### src/verilog/epi_pkg.sv
// Package for the two-channel external pin interrupt unit.
// Assumes a 32-bit APB slave and a single 50 MHz clock.
package epi_pkg;
    // Register byte addresses on the bus.
    localparam logic [11:0] EPI_ADDR_SENSE = 12'h000;
    localparam logic [11:0] EPI_ADDR_ENABLE = 12'h004;
    localparam logic [11:0] EPI_ADDR_FLAGS = 12'h008;
    localparam logic [11:0] EPI_ADDR_GLOBAL = 12'h00c;
    localparam logic [11:0] EPI_ADDR_STATUS = 12'h010;
    localparam logic [11:0] EPI_ADDR_MASK = 12'h014;
    localparam logic [11:0] EPI_ADDR_CTRL = 12'h018;

    // Field positions.
    localparam int EPI_SENSE_A_LSB = 0;
    localparam int EPI_SENSE_B_LSB = 2;
    localparam int EPI_EN_A_BIT = 6;
    localparam int EPI_EN_B_BIT = 7;
    localparam int EPI_GIE_BIT = 0;
    localparam int EPI_CTRL_SLEEP_BIT = 0;
    localparam int EPI_CTRL_WAKE_BIT = 1;
    localparam int EPI_ACK_A_BIT = 0;
    localparam int EPI_ACK_B_BIT = 1;

    // Reset values.
    localparam logic [7:0] EPI_RST_BYTE = 8'h00;
    localparam logic [31:0] EPI_RST_WORD = 32'h0000_0000;

    // Sense encodings.
    typedef enum logic [1:0] {
        EPI_SENSE_LOW = 2'h0,
        EPI_SENSE_ANY = 2'h1,
        EPI_SENSE_FALL = 2'h2,
        EPI_SENSE_RISE = 2'h3
    } epi_sense_e;

    // Wake timing: slow sampling clock period and the start-up wait.
    localparam int EPI_CLK_MHZ = 50;
    localparam int EPI_WDT_PERIOD_US = 1;
    localparam int EPI_WDT_CYCLES = EPI_WDT_PERIOD_US * EPI_CLK_MHZ;
    localparam int EPI_WAKE_SAMPLES = 2;
    localparam int EPI_STARTUP_CYCLES_DEF = 64;

    // APB request bundle.
    typedef struct packed {
        logic sel;
        logic enable;
        logic write;
        logic [11:0] addr;
        logic [31:0] wdata;
    } epi_apb_req_s;
endpackage

### src/verilog/epi_chan.sv
// One pin channel: synchroniser, edge detection and request flag.
// Assumes the pin is asynchronous to the clock and io_run gates the I/O clock.
`timescale 1ns/10ps
module epi_chan
    import epi_pkg::*;
(
    // Clock and reset.
    input wire logic i_clk,
    input wire logic i_rst_n,
    // Pin and configuration.
    input wire logic i_pin,
    input wire logic [1:0] i_sense,
    input wire logic i_io_run,
    // Flag clear requests.
    input wire logic i_clr_sw,
    input wire logic i_clr_ack,
    // Results.
    output logic o_flag,
    output logic o_low,
    output logic o_pin_sync
);
    logic sync1;
    logic sync2;
    logic prev;
    logic flag;
    logic next_flag;
    wire sense_e_low = (i_sense == EPI_SENSE_LOW);
    wire rise = sync2 & ~prev;
    wire fall = ~sync2 & prev;

    always_ff @(posedge i_clk or negedge i_rst_n) begin
        if (!i_rst_n) begin
            sync1 <= 1'b1;
            sync2 <= 1'b1;
        end else begin
            sync1 <= i_pin;
            sync2 <= sync1;
        end
    end

    // Previous value only moves while the I/O clock runs, so a net pin change in deep sleep shows as one edge once it runs again.
    // stalls in sleep
    always_ff @(posedge i_clk or negedge i_rst_n) begin
        if (!i_rst_n) begin
            prev <= 1'b1;
        end else if (i_io_run) begin
            prev <= sync2;
        end
    end

    wire edge_hit = i_io_run & (((i_sense == EPI_SENSE_ANY) & (rise | fall)) |
                                ((i_sense == EPI_SENSE_FALL) & fall) |
                                ((i_sense == EPI_SENSE_RISE) & rise));

    always_comb begin
        next_flag = flag;
        if (i_clr_sw || i_clr_ack) begin
            next_flag = 1'b0;
        end
        if (edge_hit) begin
            next_flag = 1'b1;
        end
        if (sense_e_low) begin
            next_flag = 1'b0;
        end
    end

    always_ff @(posedge i_clk or negedge i_rst_n) begin
        if (!i_rst_n) begin
            flag <= 1'b0;
        end else begin
            flag <= next_flag;
        end
    end

    assign o_low = sense_e_low & ~sync2;
    assign o_flag = flag;
    assign o_pin_sync = sync2;
endmodule

### src/verilog/epi_top.sv
// Two-channel external pin interrupt unit with an APB register file.
// Assumes pins are plain inputs (pin-as-output loops back on the same wire)
// and the core reports vector entry with one-cycle acknowledge pulses.
//
// The implementer's own choices: the register addresses and the APB register port.
`timescale 1ns/10ps
module epi_top
    import epi_pkg::*;
#(
    parameter int STARTUP_CYCLES = EPI_STARTUP_CYCLES_DEF
)
(
    // Clock and reset.
    input wire logic I_CLK,
    input wire logic I_RST_N,
    // APB slave.
    input wire logic i_psel,
    input wire logic i_penable,
    input wire logic i_pwrite,
    input wire logic [11:0] i_paddr,
    input wire logic [31:0] i_pwdata,
    input wire logic [3:0] i_pstrb,
    output logic [31:0] o_prdata,
    output logic o_pready,
    output logic o_pslverr,
    // Interrupt pins.
    input wire logic I_EXT_IRQ_PIN_A,
    input wire logic I_EXT_IRQ_PIN_B,
    // Core side: vector entry acknowledges.
    input wire logic I_ACK_A,
    input wire logic I_ACK_B,
    // Core side: per-vector requests, wake and summary interrupt.
    output logic O_REQ_A,
    output logic O_REQ_B,
    output logic O_WAKE,
    output logic O_IRQ
);
    // Elaboration check: a zero start-up count would leave the wake sequence without a start-up phase.
    if (STARTUP_CYCLES < 1) begin : gen_bad_startup
        $error("STARTUP_CYCLES must be at least one");
    end

    localparam int WDT_W = $clog2(EPI_WDT_CYCLES + 1);
    localparam int SU_W = $clog2(STARTUP_CYCLES + 1);

    typedef enum logic [3:0] {
        EPI_RUN = 4'h1,
        EPI_SLEEP = 4'h2,
        EPI_STARTUP = 4'h4,
        EPI_DONE = 4'h8
    } epi_wake_e;

    epi_apb_req_s req;
    logic [7:0] sense_ctl;
    logic [7:0] pin_en;
    logic gie;
    logic sleep_req;
    logic [3:0] status;
    logic [3:0] mask;
    logic [1:0] chan_flag;
    logic [1:0] chan_low;
    logic [1:0] pin_sync;
    epi_wake_e wake_st;
    epi_wake_e next_wake_st;
    logic [WDT_W-1:0] wdt_cnt;
    logic [1:0] wdt_hits;
    logic [SU_W-1:0] su_cnt;
    logic [1:0] prev_req;

    assign req = '{sel: i_psel, enable: i_penable, write: i_pwrite, addr: i_paddr, wdata: i_pwdata};

    // Bus decode: a write lands only at the edge that sees pready high, so a W1C lands once per transfer.
    wire acc = req.sel & req.enable;
    wire wr_ok = acc & o_pready & req.write & i_pstrb[0];
    wire hit_sense = (req.addr == EPI_ADDR_SENSE);
    wire hit_enable = (req.addr == EPI_ADDR_ENABLE);
    wire hit_flags = (req.addr == EPI_ADDR_FLAGS);
    wire hit_global = (req.addr == EPI_ADDR_GLOBAL);
    wire hit_status = (req.addr == EPI_ADDR_STATUS);
    wire hit_mask = (req.addr == EPI_ADDR_MASK);
    wire hit_ctrl = (req.addr == EPI_ADDR_CTRL);
    wire hit_any = hit_sense | hit_enable | hit_flags | hit_global | hit_status | hit_mask | hit_ctrl;
    wire [1:0] flag_w1c = (wr_ok & hit_flags) ? {req.wdata[EPI_EN_B_BIT], req.wdata[EPI_EN_A_BIT]} : 2'h0;
    wire io_run = (wake_st == EPI_RUN);

    // Per-channel sense fields and ack wires, one instance per channel.
    wire [1:0] pins = {I_EXT_IRQ_PIN_B, I_EXT_IRQ_PIN_A};
    wire [1:0] acks = {I_ACK_B, I_ACK_A};
    wire [1:0] sense_a = sense_ctl[EPI_SENSE_A_LSB +: 2];
    wire [1:0] sense_b = sense_ctl[EPI_SENSE_B_LSB +: 2];
    wire [3:0] sense_all = {sense_b, sense_a};

    genvar g;
    generate
        for (g = 0; g < 2; g++) begin : gen_chan
            epi_chan u_chan (
                .i_clk(I_CLK),
                .i_rst_n(I_RST_N),
                .i_pin(pins[g]),
                .i_sense(sense_all[2*g +: 2]),
                .i_io_run(io_run),
                .i_clr_sw(flag_w1c[g]),
                .i_clr_ack(acks[g]),
                .o_flag(chan_flag[g]),
                .o_low(chan_low[g]),
                .o_pin_sync(pin_sync[g])
            );
        end
    endgenerate

    wire [1:0] chan_en = {pin_en[EPI_EN_B_BIT], pin_en[EPI_EN_A_BIT]};
    wire [1:0] next_req = {2{gie}} & chan_en & (chan_flag | chan_low) & {2{io_run}};
    wire any_low = |({2{gie}} & chan_en & chan_low);

    // Register writes; sleep entry is a software request cleared on wake.
    always_ff @(posedge I_CLK or negedge I_RST_N) begin
        if (!I_RST_N) begin
            sense_ctl <= EPI_RST_BYTE;
            pin_en <= EPI_RST_BYTE;
            gie <= 1'b0;
            mask <= 4'h0;
        end else if (wr_ok) begin
            if (hit_sense) sense_ctl <= req.wdata[7:0];
            if (hit_enable) pin_en <= req.wdata[7:0] & 8'hc0;
            if (hit_global) gie <= req.wdata[EPI_GIE_BIT];
            if (hit_mask) mask <= req.wdata[3:0];
        end
    end

    always_ff @(posedge I_CLK or negedge I_RST_N) begin
        if (!I_RST_N) begin
            sleep_req <= 1'b0;
        end else if (wr_ok && hit_ctrl) begin
            sleep_req <= req.wdata[EPI_CTRL_SLEEP_BIT];
        end else if (wake_st == EPI_DONE) begin
            sleep_req <= 1'b0;
        end
    end

    wire wdt_tick = (wdt_cnt == WDT_W'(EPI_WDT_CYCLES - 1));
    wire su_end = (su_cnt == SU_W'(STARTUP_CYCLES - 1));
    always_comb begin
        next_wake_st = wake_st;
        case (wake_st)
            EPI_RUN: if (sleep_req) next_wake_st = EPI_SLEEP;
            EPI_SLEEP: if (wdt_tick && any_low && wdt_hits == 2'(EPI_WAKE_SAMPLES - 1)) next_wake_st = EPI_STARTUP;
            EPI_STARTUP: if (su_end) next_wake_st = EPI_DONE;
            EPI_DONE: next_wake_st = EPI_RUN;
            default: next_wake_st = EPI_RUN;
        endcase
    end

    // Slow sampling clock and start-up counters; a lost level restarts the count.
    always_ff @(posedge I_CLK or negedge I_RST_N) begin
        if (!I_RST_N) begin
            wake_st <= EPI_RUN;
            wdt_cnt <= '0;
            wdt_hits <= 2'h0;
            su_cnt <= '0;
        end else begin
            wake_st <= next_wake_st;
            wdt_cnt <= (wdt_tick || wake_st != EPI_SLEEP) ? '0 : wdt_cnt + 1'b1;
            if (wake_st != EPI_SLEEP) wdt_hits <= 2'h0;
            else if (wdt_tick) wdt_hits <= any_low ? wdt_hits + 1'b1 : 2'h0;
            su_cnt <= (wake_st == EPI_STARTUP) ? su_cnt + 1'b1 : '0;
        end
    end

    // Status bits: 0/1 request raised on A/B, 2 wake done, 3 level lost before start-up end.
    // wake without interrupt
    wire [3:0] events = {(wake_st == EPI_DONE) & ~any_low, wake_st == EPI_DONE,
                         next_req[1] & ~prev_req[1], next_req[0] & ~prev_req[0]};
    wire [3:0] st_w1c = (wr_ok & hit_status) ? req.wdata[3:0] : 4'h0;
    always_ff @(posedge I_CLK or negedge I_RST_N) begin
        if (!I_RST_N) begin
            status <= 4'h0;
            prev_req <= 2'h0;
        end else begin
            status <= (status & ~st_w1c) | events;
            prev_req <= next_req;
        end
    end

    // Read mux; flags read zero in level mode because the channel holds them clear.
    wire [31:0] rd_mux =
        hit_sense ? {24'h0, sense_ctl} :
        hit_enable ? {24'h0, pin_en} :
        hit_flags ? {24'h0, chan_flag[1], chan_flag[0], 6'h0} :
        hit_global ? {31'h0, gie} :
        hit_status ? {28'h0, status} :
        hit_mask ? {28'h0, mask} :
        hit_ctrl ? {30'h0, io_run, sleep_req} : EPI_RST_WORD;

    // Outputs registered; the answer comes in the access cycle's next edge.
    always_ff @(posedge I_CLK or negedge I_RST_N) begin
        if (!I_RST_N) begin
            o_prdata <= EPI_RST_WORD;
            o_pready <= 1'b0;
            o_pslverr <= 1'b0;
            O_REQ_A <= 1'b0;
            O_REQ_B <= 1'b0;
            O_WAKE <= 1'b0;
            O_IRQ <= 1'b0;
        end else begin
            o_pready <= acc & ~o_pready;
            o_pslverr <= acc & ~o_pready & ~hit_any;
            o_prdata <= (acc & ~o_pready & ~req.write) ? rd_mux : EPI_RST_WORD;
            O_REQ_A <= next_req[0];
            O_REQ_B <= next_req[1];
            O_WAKE <= (wake_st == EPI_DONE);
            O_IRQ <= |((status & ~st_w1c | events) & mask);
        end
    end
endmodule

### config.mk
export PLATFORM = sky130hd
export DESIGN_NAME = epi_top
export DESIGN_NICKNAME = d
export VERILOG_FILES = /design/src/verilog/epi_pkg.sv /design/src/verilog/epi_chan.sv /design/src/verilog/epi_top.sv
export SDC_FILE = /design/constraint.sdc
export NUM_CORES = 1
export LEC_CHECK = 0
export BUFFER_PORTS_ARGS = -buffer_cell sky130_fd_sc_hd__buf_2
export CELL_PAD_IN_SITES_DETAIL_PLACEMENT = 1
export CELL_PAD_IN_SITES_GLOBAL_PLACEMENT = 1
export CORE_UTILIZATION = 42
export DETAILED_ROUTE_END_ITERATION = 7
export PLACE_DENSITY = 0.92
export SYNTH_ARGS = -nofsm -noshare
export SYNTH_HDL_FRONTEND = slang
export SYNTH_HIERARCHICAL = 1
export SYNTH_SLANG_ARGS = --single-unit
### constraint.sdc
create_clock -name I_CLK -period 3.79 [get_ports I_CLK]
set_input_delay 0.1895 -clock I_CLK [delete_from_list [all_inputs] [get_ports I_CLK]]
set_output_delay 0.1895 -clock I_CLK [all_outputs]
set_load 0.01 [all_outputs]
==> key figures, run 1 <==
Synthesis
  • Synth top area share: 44.6%
  • Yosys warns: 6
  • Top cells by area, synth: dfrtp_1 (45%), buf_4 (6.2%), dfstp_2 (6.1%)
  • Number of synthesized flops with an enable pin: 0
  • Seq/Total Area, Yosys: between 50% and 60%
  • Asr flop ratio synth: 100%
  • Avg Cell Area, Syn: 10.6 sq um
  • Post-synth top cells: dfrtp_1 (54), nor2_1 (36), buf_4 (25)
  • Top FF cell, synth: dfrtp_1
  • Syn Std Cell Area: 3030 sq um
  • Synth area leader: dfrtp_1
  • Netlist cell types: 47
  • Number of synthesized register bits: 61
  • Post-Synthesis Cells: around 290
  • Count leader, synth: dfrtp_1

Timing
  • RSZ-0062 raised after global routing: false
  • Fmax achieved: about 450 MHz
  • Slew HR: 46.0%
  • Layout Skew: 10.7 ps
  • Hold Violations, Final: 0
  • Tcrit/Tclk final: between 50% and 60%
  • Fin. max-slew vios: 0
  • Setup TNS: 0 ps
  • Tmin final: ~2200 ps
  • Hold slack: 5.00 ps
  • Setup violators final: 0
  • Worst-Margin Slew: 809 ps

Clock network
  • Total setup buffers inserted after CTS: 0
  • H-tree levels: 3
  • Post-CTS Hold Buffers: 2
  • Clock latency on the worst-skew pair: 340 ps
  • CTS buffer count: 9
  • CTS tree: yes
  • Clk sink count: 61
  • Clock root buffer: clkbuf_8
  • Clk slew on worst S/H paths: 70 ps
  • CTS max path bufs: 2
  • Post_cts resized: 0

Die
  • Core area: 6870 sq um
  • DIE AREA: 7560 sq um
  • Height of the die: 86.9 um
  • Core Rows: 30
  • Ports: between 90 and 100
  • Initial Utilization: ~44%
  • Chip Width: about 87 um

Detailed routing
  • Antenna viol nets, final: 0
  • WL/cell: 15.8 um
  • DRC: 0
  • DR pass1 iterations: 4
  • Via count: ~2,300
  • Detailed Route Iter0 Violations: 102
  • Total routed wirelength: about 6.9 mm
  • Vias/cell: 5.23

Setup path
  • CP arrival: 2470 ps
  • Crit-path max cell delay: 720 ps
  • Worst Path Buf+Inv: 1
  • Slowest-stage cell, CP: nor2b_1
  • CP cell instances: buf_2 > nor4_2 > nand3_2 > nor4_4 > nor2b_1 > mux2_2
  • CP startpoint kind: input port
  • Req. time, crit path: 4010 ps
  • Critical path class: input port to flip-flop
  • Worst Setup End Kind: flip-flop
  • Worst path top cell family by delay: simple AND/OR/NAND/NOR gates
  • Crit-path max FO: 13

Power and ir drop
  • Leak Pwr: 1.69 nW
  • PnR Total Power: roughly 1.5 mW
  • Peak supply drop: 0.000216 V
  • Power Density: approximately 430 nW/um^2

Final layout
  • Antenna cells: 0
  • Fin util: around 50%
  • Layout cells sized above 1: 25.9%
  • Total Nets Final: roughly 400
  • Area Growth Syn to Fin: 14.3%
  • Cell Count, Final, Fillers Out: 439
  • Filler cells: between 800 and 900

GRT
  • Pin count of the biggest net entering global routing: 62
  • First-pass GRT wire length: 11.7 mm
  • Vias in the first global route: 2,439
  • Total congestion overflow: 0
  • Initial antenna violation count: 0
  • Gr usage total: 20.8%

Placed design
  • # placed instances: 421
  • GP Congestion: 0.769
  • Post-DP HPWL: between 5 and 6 mm
  • PortBufs: 43

Outcome
  • Status: finished, final reports clean

Job
  • Max Cap Viol: 0

Min path
  • Min-delay worst type: input port to async pin
## layer usage
| metal | part of all wire, % | vias to the layer above | track usage, % |
|---|---|---|---|
| li1 | - | 1057 | - |
| met1 | 42 | 1146 | 24.6 |
| met2 | 50 | 76 | 35.9 |
| met3 | 4.4 | 19 | 3.60 |
| met4 | 2.9 | 0 | 11.4 |
| met5 | 0 | - | 0 |
## cells by family after synthesis
kind of cell | after synthesis | synth area share (%)
mux | 21 | 7.60
xor+xnor | 8 | 2.31
fa+ha+maj | 8 | 3.30
buf+inv | 42 | 8.55
compound gates | 42 | 9.42
other cells | 1 | 0.124
simple gates | 104 | 18.0
flops | 61 | 50.7
## final timing paths
| kind | startpoint | end | slack (ps) | depth (start not counted) |
|---|---|---|---|---|
| min | I_RST_N | wdt_cnt[2] | 5 | 2 |
| min reg2reg | gen_chan[1].u_chan/sync1 | gen_chan[1].u_chan/o_pin_sync | 350 | 0 |
| min in group I_CLK | i_pwdata[4] | sense_ctl[4] | 80 | 2 |
| max in group asynchronous | I_RST_N | sense_ctl[6] | 3270 | 2 |
| max | i_paddr[7] | sense_ctl[2] | 1540 | 6 |
| max reg2reg | sense_ctl[0] | O_IRQ | 1630 | 6 |
## flip-flops by register name, summed over array words and instances (netlist names)
| name | cells |
|---|---|
| prev_req | 1 |
| O_IRQ | 1 |
| O_WAKE | 1 |
| O_REQ_B | 1 |
| sleep_req | 1 |
| gen_chan.u_chan/o_pin_sync | 2 |
| gie | 1 |
| sense_ctl | 8 |
| wdt_hits | 2 |
| gen_chan.u_chan/prev | 2 |
| pin_en | 2 |
| wake_st | 4 |
| o_pslverr | 1 |
| su_cnt | 7 |
| gen_chan.u_chan/sync1 | 2 |
| gen_chan.u_chan/o_flag | 2 |
| o_prdata | 8 |
| mask | 4 |
| o_pready | 1 |
| wdt_cnt | 6 |
| status | 4 |
## cell usage in the layout (no fill, tap or decap), types with 2 or more instances in the layout
| cell | count |
|---|---|
| nor4b_1 | 3 |
| nor4_2 | 2 |
| xnor2_1 | 3 |
| a22o_1 | 2 |
| dfstp_2 | 7 |
| o21ai_0 | 8 |
| nor4bb_1 | 2 |
| buf_2 | 43 |
| o21ai_1 | 2 |
| or3_1 | 4 |
| nor2b_1 | 2 |
| o22ai_1 | 2 |
| a22oi_1 | 3 |
| ha_1 | 8 |
| clkbuf_8 | 10 |
| o211ai_1 | 4 |
| nand3_1 | 5 |
| nand2b_1 | 2 |
| xor2_1 | 5 |
| dlygate4sd3_1 | 2 |
| and2_1 | 2 |
| o31ai_1 | 3 |
| nor2_1 | 36 |
| a21o_1 | 2 |
| nor3_1 | 9 |
| inv_1 | 13 |
| clkbuf_1 | 3 |
| and3_1 | 3 |
| a21o_2 | 2 |
| conb_1 | 24 |
| clkinvlp_4 | 2 |
| nand4_1 | 2 |
| mux2_2 | 16 |
| a21oi_1 | 8 |
| nand3b_1 | 2 |
| nand2_1 | 24 |
| dfrtp_1 | 54 |
| o211a_1 | 2 |
| mux2i_1 | 5 |
## per-stage QoR
step	instance area, sq um	setup slack, ps
floorplan	3120	2040
global placement	3250	1260
detailed placement	3250	1190
CTS	3460	1540
global route	3460	1390
finish	3460	1540
## power by group
part | switching (mW) | internal, mW
Sequential | 0.0294 | 0.698
Clock | 0.254 | 0.323
Combinational | 0.125 | 0.0685
Total | 0.408 | 1.09
## layout make-up
cell class                      instances  area (sq um)  area share, %
Inverter                               13          48.8           1.41
Tap cell                               96           120           3.47
Sequential cell                        61          1540           44.3
Clock inverter                          3          45.0           1.30
Multi-Input combinational cell        207          1320           38.2
Timing Repair Buffer                   46           243           7.01
Clock buffer                           13           149           4.30
No activity file was read; power rests on OpenSTA's default activity.
==> inputs of run 2 (changes only) <==
- CORE_UTILIZATION: 42 -> 35
- PLACE_DENSITY: 0.92 -> 0.83
- clock period: 3.79 -> 2.05 ns (I/O delays scaled with it)
==> run 2 against run 1 <==
  * Register-to-register slack worse by 1500 ps
  * Die area is 20% higher
  * Setup slack worse by 1400 ps
  * Worst hold slack improved by 20 ps
  * Via count barely moved
  * Final cell count up 5.2%
  * Largest cell class unchanged
  * Clock skew decreased by 3.2 ps
  * Flip-flop and latch count unchanged
  * Critical path depth down 1
  * First-iteration DRC count decreased by 35%
  * Routed wire length is 1.5% higher
  * Non-clock buffer count grew 16
==> key figures, run 2 (synthesis results as in run 1) <==
Timing
  • Setup ws final: 125 ps
  • Tcrit/Tclk final: 93.9%
  • Fin. max-slew vios: 0
  • Hold Violations, Final: 0
  • Tmin final: 1930 ps
  • Slew HR: 63.0%
  • Worst-Margin Slew: 547 ps
  • Hold slack: roughly 25 ps
  • Layout Skew: 7.50 ps
  • Fmax achieved: 519 MHz
  • Setup TNS: 0 ps
  • Setup violators final: 0
  • RSZ-0062 raised after global routing: false

Die
  • DIE AREA: 9030 sq um
  • Core Rows: 33
  • Chip Width: around 95 um
  • Core area: 8300 sq um
  • Initial Utilization: 36.5%
  • Height of the die: 95.0 um
  • Ports: 95

Detailed routing
  • Via count: 2,296
  • Total routed wirelength: ~7 mm
  • Vias/cell: 4.97
  • Antenna viol nets, final: 0
  • Detailed Route Iter0 Violations: 66
  • DRC: 0
  • WL/cell: 15.2 um
  • DR pass1 iterations: 4

Final layout
  • Multi-input logic area: roughly 1300 sq um
  • Commonest non-fill, non-tap cell in the layout: dfrtp_1
  • Antenna cells: 0
  • Area occupied by registers: 1540 sq um
  • Post-route cell area: 3620 sq um
  • Layout cells sized above 1: 29.1%
  • Total Nets Final: around 420
  • Largest registers: o_prdata (8), sense_ctl (8), su_cnt (7)
  • Fin util: 43.6%
  • Area Growth Syn to Fin: 19.4%
  • Most frequent cells in the layout: dfrtp_1 (54), buf_2 (43), nor2_1 (36)
  • Filler cells: 951

Setup path
  • CP arrival: 2150 ps
  • FF-to-FF Start: o_pready
  • R2r worst-path depth: 5
  • Critical path class: flip-flop to flip-flop
  • R2r endpoint: pin_en[6]
  • Slowest-stage cell, CP: dfrtp_1
  • Crit-path max FO: 6
  • Reg-to-reg setup timing slack: 120 ps
  • CP startpoint kind: flip-flop
  • Req. time, crit path: 2280 ps
  • Worst Setup End Kind: flip-flop
  • Crit-path max cell delay: around 420 ps
  • CP cell instances: and4_1 > nand2_1 > or3_1 > nor2_1 > mux2_2

Placed design
  • Worst slack, placed: ~120 ps
  • Post-DP HPWL: 5.36 mm
  • GP Congestion: 0.879
  • Placed cell area: approximately 3400 sq um
  • PortBufs: 43

GRT
  • Gr usage total: 17.9%
  • Initial antenna violation count: 0
  • Total congestion overflow: 0
  • First-pass GRT wire length: 11.8 mm
  • Pin count of the biggest net entering global routing: 25
  • Vias in the first global route: 2,374

Power and ir drop
  • Leak Pwr: roughly 1.8 nW
  • Peak supply drop: 0.000346 V
  • Power Density: just under 800 nW/um^2

Clock network
  • CTS tree: yes
  • Clock root buffer: clkbuf_8
  • Clk sink count: 61
  • CTS buffer count: 9
  • Total setup buffers inserted after CTS: 0
  • Clk slew on worst S/H paths: 60 ps
  • CTS max path bufs: 2
  • H-tree levels: 3
  • Clock latency on the worst-skew pair: roughly 350 ps

Min path
  • Min-delay worst type: input port to flip-flop
  • Min-delay src: i_pwdata[7]
  • Hold Crit Endpoint: pin_en[7]
  • Hold Path Stages: 2

Outcome
  • Status: finished, final reports clean

Job
  • Max Cap Viol: 0
==> run 2: worst max path at each step <==
stage	startpoint	endpoint	depth (start not counted)
2_1_floorplan	o_pready	pin_en[6]	5
3_3_place_gp	wake_st[0]	O_IRQ	5
3_5_place_dp	wake_st[0]	O_IRQ	5
4_1_cts	wake_st[0]	O_IRQ	5
5_1_grt	sense_ctl[0]	O_IRQ	6
6_report	o_pready	pin_en[6]	5
==> run 2: power by group <==
part / total, mW / switching, mW / internal [mW]
registers: 1.34 / 0.0520 / 1.29
clock network: 1.09 / 0.441 / 0.648
logic: 0.377 / 0.233 / 0.144
==> run 2: final cells by class <==
type,instances,share of cell area (%)
well taps,105,3.63
multi-input cells,207,36.8
clock inverters,1,0.830
inverters,13,1.35
repair buffers,62,10.2
flip-flops and latches,61,42.5
clock buffers,13,4.67
==> run 2: timing repair <==
| action | CTS | global route |
|---|---|---|
| hold endpoints to repair | 22 | 0 |
| endpoints found under the setup margin | 0 | 1 |
| gates resized for setup | 0 | 2 |
| hold buffers | 5 | 0 |
==> run 2: stage by stage <==
step           total power, mW  cells
3_3_place_gp              1.70    443
5_1_grt                   2.97    462
6_report                  2.81    462
4_1_cts                   2.86    462
2_1_floorplan             1.61    310
3_5_place_dp              1.74    443
==> run 2: worst max-delay path, delay by kind of cell (launching register included) <==
kind | cells | cell delay, ps
flip-flops | 1 | 420
multiplexers | 1 | 370
AND/OR/NAND/NOR | 4 | 1010
==> run 2: layer usage <==
metal	wire length (um)	share of wire [%]	GRT usage [%]	vias up
met5	0	0	0	-
met2	3500	50	30.0	69
li1	-	-	-	1081
met1	3040	43	21.7	1134
met3	346	4.9	4.23	12
met4	146	2.1	8.08	0
